File: config.mk
export PLATFORM = sky130hd
export DESIGN_NAME = spmb_top
export DESIGN_NICKNAME = d
export VERILOG_FILES = /design/src/spmb_pkg.sv /design/src/spmb_top.sv /design/src/spmb_sync.sv /design/src/spmb_chan_map.sv
export SDC_FILE = /design/constraint.sdc
export NUM_CORES = 1
export LEC_CHECK = 0
export BUFFER_PORTS_ARGS = -buffer_cell sky130_fd_sc_hd__buf_2
export CAP_MARGIN = 10
export CORE_UTILIZATION = 56
export CTS_CLUSTER_DIAMETER = 60
export DETAILED_ROUTE_END_ITERATION = 8
export PLACE_DENSITY = 0.73
export SKIP_LAST_GASP = 1
export SYNTH_ARGS = -nofsm -noshare
export SYNTH_HDL_FRONTEND = slang
export SYNTH_SLANG_ARGS = --single-unit
File: constraint.sdc
create_clock -name i_clk -period 2.8 [get_ports i_clk]
set_input_delay 0 -clock i_clk [delete_from_list [all_inputs] [get_ports i_clk]]
set_output_delay 0 -clock i_clk [all_outputs]
set_load 0.05 [all_outputs]
File: src/spmb_pkg.sv
// spmb_pkg: constants for the slave port mailbox
// assumes: a single 25 MHz clock domain shared by all design files
package spmb_pkg;
	localparam logic [1:0] SPMB_ADDR_CMD    = 2'h0;
	localparam logic [1:0] SPMB_ADDR_CHAN   = 2'h1;
	localparam logic [1:0] SPMB_ADDR_DATA   = 2'h2;
	localparam logic [1:0] SPMB_ADDR_STATUS = 2'h3;
	localparam logic [7:0] SPMB_LOC_CMD     = 8'h20;
	localparam logic [7:0] SPMB_LOC_CHAN    = 8'h21;
	localparam logic [7:0] SPMB_LOC_DATA    = 8'h22;
	localparam logic [7:0] SPMB_LOC_STATUS  = 8'h23;
	localparam int         SPMB_BIT_CMD     = 0;
	localparam int         SPMB_BIT_CHAN    = 1;
	localparam int         SPMB_BIT_DATA    = 2;
	localparam int         SPMB_BIT_RESP    = 3;
	localparam logic [7:0] SPMB_BYTE_RST    = 8'h00;
	localparam int         SPMB_NUM_CHAN    = 256;
	typedef enum logic [2:0] {
		SPMB_ST_IDLE = 3'b001,
		SPMB_ST_WR   = 3'b010,
		SPMB_ST_RD   = 3'b100
	} spmb_cyc_t;
endpackage

File: src/spmb_top.sv
// spmb_top: byte-wide parallel slave port mailbox between a master and the processor
// assumes: master pins are asynchronous and synchronised here; processor side on i_clk
`timescale 1ns/1ps
`default_nettype none
module spmb_top
	import spmb_pkg::*;
#(
	parameter int NCHAN = SPMB_NUM_CHAN
) (
	input  wire logic       i_clk,
	input  wire logic       i_rst_b,
	input  wire logic [7:0] i_port_data,
	output logic      [7:0] o_port_data,
	output logic            o_port_data_oe_b,
	input  wire logic       i_port_select_n,
	input  wire logic       i_port_select_alt_n,
	input  wire logic       i_port_write_strobe_n,
	input  wire logic       i_port_read_strobe_n,
	input  wire logic       i_reg_addr_bit0,
	input  wire logic       i_reg_addr_bit1,
	output logic            o_attention_pin_n,
	input  wire logic       i_cpu_wr,
	input  wire logic       i_cpu_rd,
	input  wire logic [7:0] i_cpu_addr,
	input  wire logic [7:0] i_cpu_wdata,
	output logic      [7:0] o_cpu_rdata,
	input  wire logic       i_handler_set,
	input  wire logic [7:0] i_handler_chan,
	input  wire logic       i_handler_en,
	output logic            o_cmd_pending,
	output logic            o_cmd_dispatch,
	output logic            o_cmd_unhandled,
	output logic            o_attention_out_n
);
	import spmb_pkg::*;

	// pin group: data(8), cs, cs_alt, wr, rd, a1, a0
	localparam int PW = 14;
	logic [PW-1:0] pins_s;
	logic [PW-1:0] pins_rst;
	assign pins_rst = {SPMB_BYTE_RST, // data
	                   1'b1, 1'b1,    // selects idle
	                   1'b1, 1'b1,    // strobes idle
	                   2'h0};         // address

	// every pin the master drives passes two flip-flops first
	// data rides the same two flops as the strobes, so it never runs ahead of them
	spmb_sync #(.W(PW)) u_sync (
		.i_clk     (i_clk),
		.i_rst_b   (i_rst_b),
		.i_async   ({i_port_data, i_port_select_n, i_port_select_alt_n,
		             i_port_write_strobe_n, i_port_read_strobe_n,
		             i_reg_addr_bit1, i_reg_addr_bit0}),
		.i_rst_val (pins_rst),
		.o_sync    (pins_s)
	);

	wire [7:0] m_data  = pins_s[13:6];
	wire       m_cs_n  = pins_s[5];
	wire       m_csa_n = pins_s[4];
	wire       m_wr_n  = pins_s[3];
	wire       m_rd_n  = pins_s[2];
	wire [1:0] m_addr  = pins_s[1:0];

	// either select qualifies an access
	wire m_sel   = !m_cs_n || !m_csa_n;
	wire m_wr_on = m_sel && !m_wr_n;
	wire m_rd_on = m_sel && !m_rd_n;

	spmb_cyc_t cyc_r;
	spmb_cyc_t cyc_nxt;
	logic [1:0] cyc_addr_r;
	logic [1:0] cyc_addr_nxt;
	logic [7:0] cyc_data_r;
	logic [7:0] cyc_data_nxt;

	// master-written bytes, kept apart from master-read bytes
	logic [7:0] cmd_in_r;
	logic [7:0] chan_in_r;
	logic [7:0] data_in_r;
	logic [7:0] resp_out_r;
	logic [7:0] data_out_r;
	logic [3:0] upd_r;
	logic [3:0] upd_nxt;
	logic       pending_r;
	logic       pending_nxt;

	// write commits at strobe release so data is settled; the byte kept is
	// the last one seen with the strobe low, so a master must hold data that long
	// a write seen together with a read wins and the read is dropped
	wire m_wr_done = (cyc_r == SPMB_ST_WR) && !m_wr_on;
	wire m_rd_start = (cyc_r == SPMB_ST_IDLE) && m_rd_on && !m_wr_on;

	always_comb
	begin
		cyc_nxt      = cyc_r;
		cyc_addr_nxt = cyc_addr_r;
		cyc_data_nxt = cyc_data_r;
		case (cyc_r)
			SPMB_ST_IDLE:
			begin
				if (m_wr_on)
				begin
					cyc_nxt      = SPMB_ST_WR;
					cyc_addr_nxt = m_addr;
					cyc_data_nxt = m_data;
				end
				else if (m_rd_on)
				begin
					cyc_nxt      = SPMB_ST_RD;
					cyc_addr_nxt = m_addr;
				end
			end
			SPMB_ST_WR:
			begin
				cyc_data_nxt = m_data;
				if (!m_wr_on)
					cyc_nxt = SPMB_ST_IDLE;
				else
					cyc_addr_nxt = m_addr;
			end
			SPMB_ST_RD:
			begin
				if (!m_rd_on)
					cyc_nxt = SPMB_ST_IDLE;
				else
					cyc_addr_nxt = m_addr;
			end
			default:
				cyc_nxt = SPMB_ST_IDLE;
		endcase
	end

	always_ff @(posedge i_clk)
	begin
		if (!i_rst_b)
		begin
			cyc_r      <= SPMB_ST_IDLE;
			cyc_addr_r <= 2'h0;
			cyc_data_r <= SPMB_BYTE_RST;
		end
		else
		begin
			cyc_r      <= cyc_nxt;
			cyc_addr_r <= cyc_addr_nxt;
			cyc_data_r <= cyc_data_nxt;
		end
	end

	// master address n lands on internal location 0x20 + n
	function automatic logic [7:0] loc_of(input logic [1:0] a);
		logic [7:0] loc;
		loc = SPMB_LOC_STATUS;
		if (a == SPMB_ADDR_CMD)
			loc = SPMB_LOC_CMD;
		else if (a == SPMB_ADDR_CHAN)
			loc = SPMB_LOC_CHAN;
		else if (a == SPMB_ADDR_DATA)
			loc = SPMB_LOC_DATA;
		return loc;
	endfunction

	// one flag per port register; locations outside the four hit nothing.
	// the status register shares index 3 with its response flag
	function automatic logic [3:0] reg_hit(input logic [7:0] loc);
		logic [3:0] hit;
		hit = 4'h0;
		if (loc == SPMB_LOC_CMD)
			hit[SPMB_BIT_CMD] = 1'b1;
		else if (loc == SPMB_LOC_CHAN)
			hit[SPMB_BIT_CHAN] = 1'b1;
		else if (loc == SPMB_LOC_DATA)
			hit[SPMB_BIT_DATA] = 1'b1;
		else if (loc == SPMB_LOC_STATUS)
			hit[SPMB_BIT_RESP] = 1'b1;
		return hit;
	endfunction

	// master-side register writes
	wire [3:0] mw_hit = reg_hit(loc_of(cyc_addr_r));
	wire mw_cmd  = m_wr_done && mw_hit[SPMB_BIT_CMD];
	wire mw_chan = m_wr_done && mw_hit[SPMB_BIT_CHAN];
	wire mw_data = m_wr_done && mw_hit[SPMB_BIT_DATA];
	wire mw_stat = m_wr_done && mw_hit[SPMB_BIT_RESP];

	// processor-side writes reach only the master-readable bytes
	wire [3:0] c_hit  = reg_hit(i_cpu_addr);
	wire cw_resp = i_cpu_wr && c_hit[SPMB_BIT_CMD];
	wire cw_data = i_cpu_wr && c_hit[SPMB_BIT_DATA];
	wire cr_cmd  = i_cpu_rd && c_hit[SPMB_BIT_CMD];

	always_ff @(posedge i_clk)
	begin
		if (!i_rst_b)
		begin
			cmd_in_r   <= SPMB_BYTE_RST;
			chan_in_r  <= SPMB_BYTE_RST;
			data_in_r  <= SPMB_BYTE_RST;
			resp_out_r <= SPMB_BYTE_RST;
			data_out_r <= SPMB_BYTE_RST;
		end
		else
		begin
			if (mw_cmd)
				cmd_in_r <= cyc_data_r;
			if (mw_chan)
				chan_in_r <= cyc_data_r;
			if (mw_data)
				data_in_r <= cyc_data_r;
			if (cw_resp)
				resp_out_r <= i_cpu_wdata;
			if (cw_data)
				data_out_r <= i_cpu_wdata;
		end
	end

	// update flags: bits 0..2 mark master writes, bit 3 the slave response.
	// a response landing with the clearing write wins, so it is never lost
	always_comb
	begin
		upd_nxt = upd_r;
		if (cr_cmd)
			upd_nxt[SPMB_BIT_CMD] = 1'b0;
		if (mw_stat)
			upd_nxt[SPMB_BIT_RESP] = 1'b0;
		if (mw_cmd)
			upd_nxt[SPMB_BIT_CMD] = 1'b1;
		if (mw_chan)
			upd_nxt[SPMB_BIT_CHAN] = 1'b1;
		if (mw_data)
			upd_nxt[SPMB_BIT_DATA] = 1'b1;
		if (cw_resp)
			upd_nxt[SPMB_BIT_RESP] = 1'b1;
	end

	// a command is pending from its arrival until the processor answers
	// pending is the poll view; the dispatch pulses stand in for an interrupt
	always_comb
	begin
		pending_nxt = pending_r;
		if (cw_resp)
			pending_nxt = 1'b0;
		if (mw_cmd)
			pending_nxt = 1'b1;
	end

	always_ff @(posedge i_clk)
	begin
		if (!i_rst_b)
		begin
			upd_r     <= 4'h0;
			pending_r <= 1'b0;
		end
		else
		begin
			upd_r     <= upd_nxt;
			pending_r <= pending_nxt;
		end
	end

	// channel handler table decides dispatch; it is read at commit time, so
	// an entry changed while a command is in flight decides that command
	logic chan_ok;
	spmb_chan_map #(.NCHAN(NCHAN)) u_map (
		.i_clk      (i_clk),
		.i_rst_b    (i_rst_b),
		.i_set      (i_handler_set),
		.i_set_chan (i_handler_chan),
		.i_set_val  (i_handler_en),
		.i_chan     (chan_in_r),
		.o_valid    (chan_ok)
	);

	// master read mux; address 1 has no defined use and reads zero
	// a master read never clears a flag
	wire [7:0] status_byte = {4'h0, upd_r};
	wire [7:0] m_rd_mux =
		(m_addr == SPMB_ADDR_CMD)    ? resp_out_r :
		(m_addr == SPMB_ADDR_DATA)   ? data_out_r :
		(m_addr == SPMB_ADDR_STATUS) ? status_byte :
		SPMB_BYTE_RST;

	// processor read mux for the internal locations
	wire [7:0] c_rd_mux =
		(i_cpu_addr == SPMB_LOC_CMD)    ? cmd_in_r :
		(i_cpu_addr == SPMB_LOC_CHAN)   ? chan_in_r :
		(i_cpu_addr == SPMB_LOC_DATA)   ? data_in_r :
		(i_cpu_addr == SPMB_LOC_STATUS) ? status_byte :
		SPMB_BYTE_RST;

	// all outputs registered
	// read data trails the address pins by three clocks, so a master
	// must hold the read strobe at least that long before sampling
	always_ff @(posedge i_clk)
	begin
		if (!i_rst_b)
		begin
			o_port_data       <= SPMB_BYTE_RST;
			o_port_data_oe_b  <= 1'b1;
			o_attention_pin_n <= 1'b1;
			o_attention_out_n <= 1'b1;
			o_cpu_rdata       <= SPMB_BYTE_RST;
			o_cmd_pending     <= 1'b0;
			o_cmd_dispatch    <= 1'b0;
			o_cmd_unhandled   <= 1'b0;
		end
		else
		begin
			// bus is driven only while a read cycle is active (drive stays three clocks late)
			o_port_data       <= m_rd_mux;
			o_port_data_oe_b  <= !(m_rd_start || ((cyc_r == SPMB_ST_RD) && m_rd_on));
			o_attention_pin_n <= !upd_nxt[SPMB_BIT_RESP];
			o_attention_out_n <= !upd_nxt[SPMB_BIT_RESP];
			o_cpu_rdata       <= c_rd_mux;
			o_cmd_pending     <= pending_nxt;
			o_cmd_dispatch    <= mw_cmd && chan_ok;
			o_cmd_unhandled   <= mw_cmd && !chan_ok;
		end
	end
endmodule
`default_nettype wire

File: src/spmb_sync.sv
// spmb_sync: two-flop synchroniser for a group of pin inputs
// assumes: inputs are asynchronous to i_clk
`timescale 1ns/1ps
`default_nettype none
module spmb_sync #(
	parameter int W = 1
) (
	input  wire logic         i_clk,
	input  wire logic         i_rst_b,
	input  wire logic [W-1:0] i_async,
	input  wire logic [W-1:0] i_rst_val,
	output logic      [W-1:0] o_sync
);
	logic [W-1:0] meta_r;
	always_ff @(posedge i_clk)
	begin
		if (!i_rst_b)
		begin
			meta_r <= i_rst_val;
			o_sync <= i_rst_val;
		end
		else
		begin
			meta_r <= i_async;
			o_sync <= meta_r;
		end
	end
endmodule
`default_nettype wire

File: src/spmb_chan_map.sv
// spmb_chan_map: table of channels that have a handler configured
// assumes: written from the slave side, same clock as the mailbox
`timescale 1ns/1ps
`default_nettype none
module spmb_chan_map #(
	parameter int NCHAN = 256
) (
	input  wire logic       i_clk,
	input  wire logic       i_rst_b,
	input  wire logic       i_set,
	input  wire logic [7:0] i_set_chan,
	input  wire logic       i_set_val,
	input  wire logic [7:0] i_chan,
	output logic            o_valid
);
	logic [NCHAN-1:0] map_r;
	assign o_valid = (32'(i_chan) < NCHAN) && map_r[i_chan];
	always_ff @(posedge i_clk)
	begin
		if (!i_rst_b)
			map_r <= '0;
		else if (i_set && (32'(i_set_chan) < NCHAN))
			map_r[i_set_chan] <= i_set_val;
	end
endmodule
`default_nettype wire

# After elaboration in Yosys (flattened, before gate mapping)
# Cells that the tools add are included.
dict set report totals {
  in_bits 44
  regBits 362
  elab_cells 124
}
dict set report classes {
  order_cmp 3
  mux 44
  n_reduce_logical 35
  eq_ne 20
}
# operator n
set ops {}
lappend ops {{$bwmux W256} 1}
lappend ops {{$eq A8 B6 Y1 const B} 8}
lappend ops {{$mux W8} 6}
lappend ops {{$lt A8 B9 Y1 const B} 2}
lappend ops {{$mux W1} 18}
lappend ops {{$logic_and A1 B1 Y1} 16}
lappend ops {{$pmux W8 S2} 1}
lappend ops {{$mux W3} 5}
lappend ops {{$mux W2} 7}
lappend ops {{$pmux W3 S3} 1}
lappend ops {{$bmux W1 S8} 1}
lappend ops {{$demux W1 S8} 1}
lappend ops {{$ge A8 B1 Y1 const B} 1}
lappend ops {{$logic_not A1 Y1} 8}
lappend ops {{$mux W4} 2}
lappend ops {{$ne A2 B2 Y1 const B} 4}
lappend ops {{$eq A2 B2 Y1 const B} 3}
lappend ops {{$pmux W2 S3} 1}
lappend ops {{$reduce_bool A2 Y1} 3}
lappend ops {{$logic_not A2 Y1} 2}
lappend ops {{$reduce_and A2 Y1} 2}
lappend ops {{$eq A3 B1 Y1 const B} 1}
lappend ops {{$eq A3 B2 Y1 const B} 1}
lappend ops {{$eq A3 B3 Y1 const B} 1}
lappend ops {{5 further kinds} 6}

# Depth between registers and ports, before layout
dict set report depth {
  word_depth 13
  depth_mapped 10
}

# Cells and area by module
# Synthesis repeated with hierarchy kept, for this count alone.
dict set report unflattened {
  hier_cells 1937
  area_unflattened_um2 17354.1
}
# mod cells_per_inst instances area_each_um2
set modules_own_cells {}
lappend modules_own_cells {spmb_chan_map 1499 1 13053.8}
lappend modules_own_cells {spmb_top 379 1 3298.2}
lappend modules_own_cells {spmb_sync 59 1 1002.2}

# Worst setup path before layout
# OpenSTA, ideal clock, no wires.
dict set report synth_path {
  path_kind {flip-flop to flip-flop}
  startpoint {reg chan_in_r[0]}
  endpoint {reg o_cmd_unhandled}
  required_ns 2.740
  period_less_slack_ns 1.941
  setup_slack_ns 0.859
  arrival_ns 1.881
  path_stages_with_launch 8
  cell_sequence {dfxtp_1 > buf_6 > buf_6 > mux4_2 > a22o_1 > o41ai_2 > a32o_2 > and3b_1}
}
dict set report synth_via {
  elab_chain_cells 4
}
# item line_no
set synth_rtl {}
lappend synth_rtl {{start: declaration} spmb_top.sv:79} ;# logic [7:0] chan_in_r;
lappend synth_rtl {{start signal: assignment} spmb_top.sv:207} ;# chan_in_r <= cyc_data_r;
lappend synth_rtl {{$bmux W1 S8} spmb_chan_map.sv:17} ;# assign o_valid = (32'(i_chan) < NCHAN) && map_r[i_chan];
lappend synth_rtl {{$mux W1 (implied by the code)} spmb_chan_map.sv:17}
lappend synth_rtl {{$logic_not A1 Y1} spmb_top.sv:317} ;# o_cmd_unhandled <= mw_cmd && !chan_ok;
lappend synth_rtl {{$logic_and A1 B1 Y1} spmb_top.sv:317}
lappend synth_rtl {{end signal: assignment} spmb_top.sv:317}
lappend synth_rtl {{end: declaration} spmb_top.sv:32} ;# output logic o_cmd_unhandled,
# No other way between the ends. The select of a mux whose other input is x is not followed.
# A chain may end at the register's enable or synchronous reset.

# Worst setup path after layout
dict set report layout_path {
  startpoint {reg chan_in_r[1]}
  endpoint {reg o_cmd_unhandled}
}
# The elaborated chain is that of the path after synthesis.

==> out/results.ini <==
[worst_setup_path]
critPathMaxStageDelay_ns = 0.74
critPathKind = reg -> reg
r2r-start = chan_in_r[1]$_SDFFE_PN0P_
critPathSlowestCell = dfxtp_4
critPathTopFamily = flip-flops
critPathLaunchType = flop
worst_setup_path_end_kind = flop
regToRegEndpoint = o_cmd_unhandled$_SDFF_PN0_
path_max_fanout = 32
required_ns = 3.26
reg2reg_depth = 7
regToRegSetupSlack_ns = 0.26
arrival_ns = 3.01
cp_cell_sequence = buf_12 -> mux4_2 -> mux2i_1 -> nor3_1 -> o41ai_2 -> a32o_2 -> and3b_1
cp_num_buf_inv = 1

[min_path]
holdCritPathClass = in -> reg
min_from = i_cpu_wr
whs_path_depth = 4
holdPathEnd = resp_out_r[3]$_SDFFE_PN0P_

[global_route]
grt_first_pass_wirelength_um = 80000
antenna_found_initial = 0
grt-ovfl-total = 0
grt_start_max_net_pins = 124
grt_use_total_pct = 33.2
grt_pass1_vias = 13658

[synthesis]
ys_types = 57
synthTopCellsByCount = 362 x dfxtp_1, 275 x nand3_1, 258 x o21ai_0
ys_ff_latch = 362
synth_mux_area_share_pct = 13.0
synth_top_cell_area_share_pct = 43.1
synthArstFlopShare_pct = 0
synth_edf_count = 0
seq_area_frac_synth_pct = 43.1
ys_top_cells_by_area = dfxtp_1 43%, a21boi_0 10%, nand3_1 8.2%, o21ai_0 7.7%, mux4_2 6.2%
synthCells = 1823
synthXorXnorAreaFrac_pct = 0
yosysWarnings = 0
synthFlopType = dfxtp_1
syn-num-nets = 1867
synth_compound_area_share_pct = 22.1
synth_top_area_cell = dfxtp_1
synth_area_um2 = 16800
postSynthAreaPerCell_um2 = 9.23
yosysMostFrequentCell = dfxtp_1
synth_fa_ha_area_share_pct = 0
yosys.area_share.simple_pct = 16.7
synth_top_family_by_area = compound AO/OA/AOI/OAI gates

[sta]
slew_viol_final = 0
relSlewSlack_pct = 29.6
finalSetupTns_ns = 0
fin_skew_ns = 0.0193
rsz0062_at_grt = false
hold_viol_final = 0
fin_crit_sh_pct = 90.8
fmax_mhz = 393
finalCriticalPeriod_ns = 2.54
finalSetupViolations = 0
tightestPinTransition_ns = 1.05

[routing]
remaining_drc_errors = 0
ant_nets = 0
drt_wl_total_um = 52000
routed_via_density = 6.61
wire_per_inst_um = 23.0
dr_total_vias = 14946
dr.first_iter.drc_count = 2203
drt-pass1-iter-count = 6

[finish]
final_layout_size_suffix_gt1_share_pct = 14.2
design_area_um2 = 19000
fillers = 2408
seqCellArea_um2 = 7250
multi_input_area_um2 = 8780
syn2layout_area_growth_pct = 12.8
nets = 1886

[pwr]
p_switching_mw = 2.46
pwr-share-seq_pct = 48.0
switching_share_pct = 22.7
power_density_nw_per_um2 = 569
ir_worst_vdd_mv = 0.382
leakage_nw = 6.29
p_comb_share_pct = 4.8
internal_power_mw = 8.35
clkPwrFrac_pct = 47.2

[die]
die_w_um = 175
rows = 63
die_h_um = 175
ios = 66
start_util_pct = 56.9
die-area_um2 = 30700
coreArea_um2 = 29600

[place]
placed_area_um2 = 17500
port-buffer-count = 65
hpwl_um = 30700
globalplace.congestion = 0.922

[run_status]
status = finished clean

[clock_network]
cts_max_path_buffers = 3
cts-root-buf = clkbuf_16
numCtsBuffers = 40
clk_latency_ns = 0.54
cts_tree = built
post_cts_buffers = 0
clk_pin_slew_ns = 0.06
cts.sinks = 362
htree_levels = 2

[flow_run]
maxCapViolations = 0

==> cell type report <==
type / count / share of cell area (%)
Antenna cell: 2 / 0.0264
Clock buffer: 63 / 6.26
Clock inverter: 7 / 0.389
Inverter: 10 / 0.198
Multi-Input combinational cell: 1275 / 46.3
Sequential cell: 362 / 38.2
Tap cell: 390 / 2.57
Timing Repair Buffer: 153 / 6.06
==> sequential cells by signal (all words and copies together) (netlist names), 8 cells and up <==
register,cells
chan_in_r,8
u_map.map_r,256
data_in_r,8
data_out_r,8
o_cpu_rdata,8
resp_out_r,8
u_sync.o_sync,14
cmd_in_r,8
u_sync.meta_r,14
cyc_data_r,8
o_port_data,8
==> cells in the final DEF, fill, tap and decap left out, types with 49 or more instances in the layout <==
master and n:
nor2_1 49, a21boi_0 235, nand3_1 275, dfxtp_1 360, mux2i_1 76, nand2_1 65
o21ai_0 258, buf_4 56, nor2b_1 65, buf_2 63
==> power by group through the flow <==
stage                     sequential (mW)  combinational, mW  clock (mW)
final                                5.19              0.522        5.10
after global routing                 5.19              0.545        5.36
after CTS                            5.19              0.504        5.12
after detailed placement             5.30              0.476           0
after global placement               5.30              0.473           0
after floorplan                      5.30              0.305           0
==> worst register-to-register path, stage by stage, from the launching register on <==
cell     delay, ns
dfxtp_4       0.74
buf_12        0.28
mux4_2        0.32
mux2i_1       0.26
nor3_1        0.09
o41ai_2       0.41
a32o_2        0.19
and3b_1       0.18
==> what timing repair did <==
action	CTS	global route
hold buffers	25	0
hold endpoints to repair	92	0
resized for setup	0	0
==> cell families (layout without fill, tap and decap cells) <==
| kind of cell | Yosys count | count (layout) |
|---|---|---|
| muxes | 145 | 145 |
| AOI/OAI and AO/OA | 583 | 583 |
| buffers and inverters | 186 | 233 |
| and+or+nand+nor | 547 | 547 |
| DFF | 362 | 362 |
| other | 0 | 2 |
==> through the flow <==
step | instances | worst slack [ns] | hold slack, ns | utilization, % | power (mW)
2_1_floorplan | 1823 | 0.859 | 0.101 | - | 5.60
3_3_place_gp | 2165 | 0.406 | 0.182 | 59.1 | 5.77
3_5_place_dp | 2165 | 0.368 | 0.183 | 59.1 | 5.78
4_1_cts | 2260 | 0.297 | 0.0132 | 64.2 | 10.8
5_1_grt | 2260 | 0.185 | 0.0473 | 64.2 | 11.1
6_report | 2262 | 0.257 | 0.0109 | 64.2 | 10.8
==> worst max-delay path by stage <==
stage	slack, ns	start	cells after the start	end
2_1_floorplan	0.86	chan_in_r[0]$_SDFFE_PN0P_	7	o_cmd_unhandled$_SDFF_PN0_
3_3_place_gp	0.41	chan_in_r[1]$_SDFFE_PN0P_	7	o_cmd_unhandled$_SDFF_PN0_
3_5_place_dp	0.37	chan_in_r[1]$_SDFFE_PN0P_	7	o_cmd_unhandled$_SDFF_PN0_
4_1_cts	0.30	chan_in_r[1]$_SDFFE_PN0P_	7	o_cmd_unhandled$_SDFF_PN0_
5_1_grt	0.19	chan_in_r[1]$_SDFFE_PN0P_	7	o_cmd_unhandled$_SDFF_PN0_
6_report	0.26	chan_in_r[1]$_SDFFE_PN0P_	7	o_cmd_unhandled$_SDFF_PN0_
==> metal layers <==
layer	global-route usage [%]	routed length, µm
met3	6.36	5630
met5	0	0
met4	14.7	2150
met1	46.6	21300
met2	49.7	22900
Note: power is estimated with default switching activity, not from simulation.
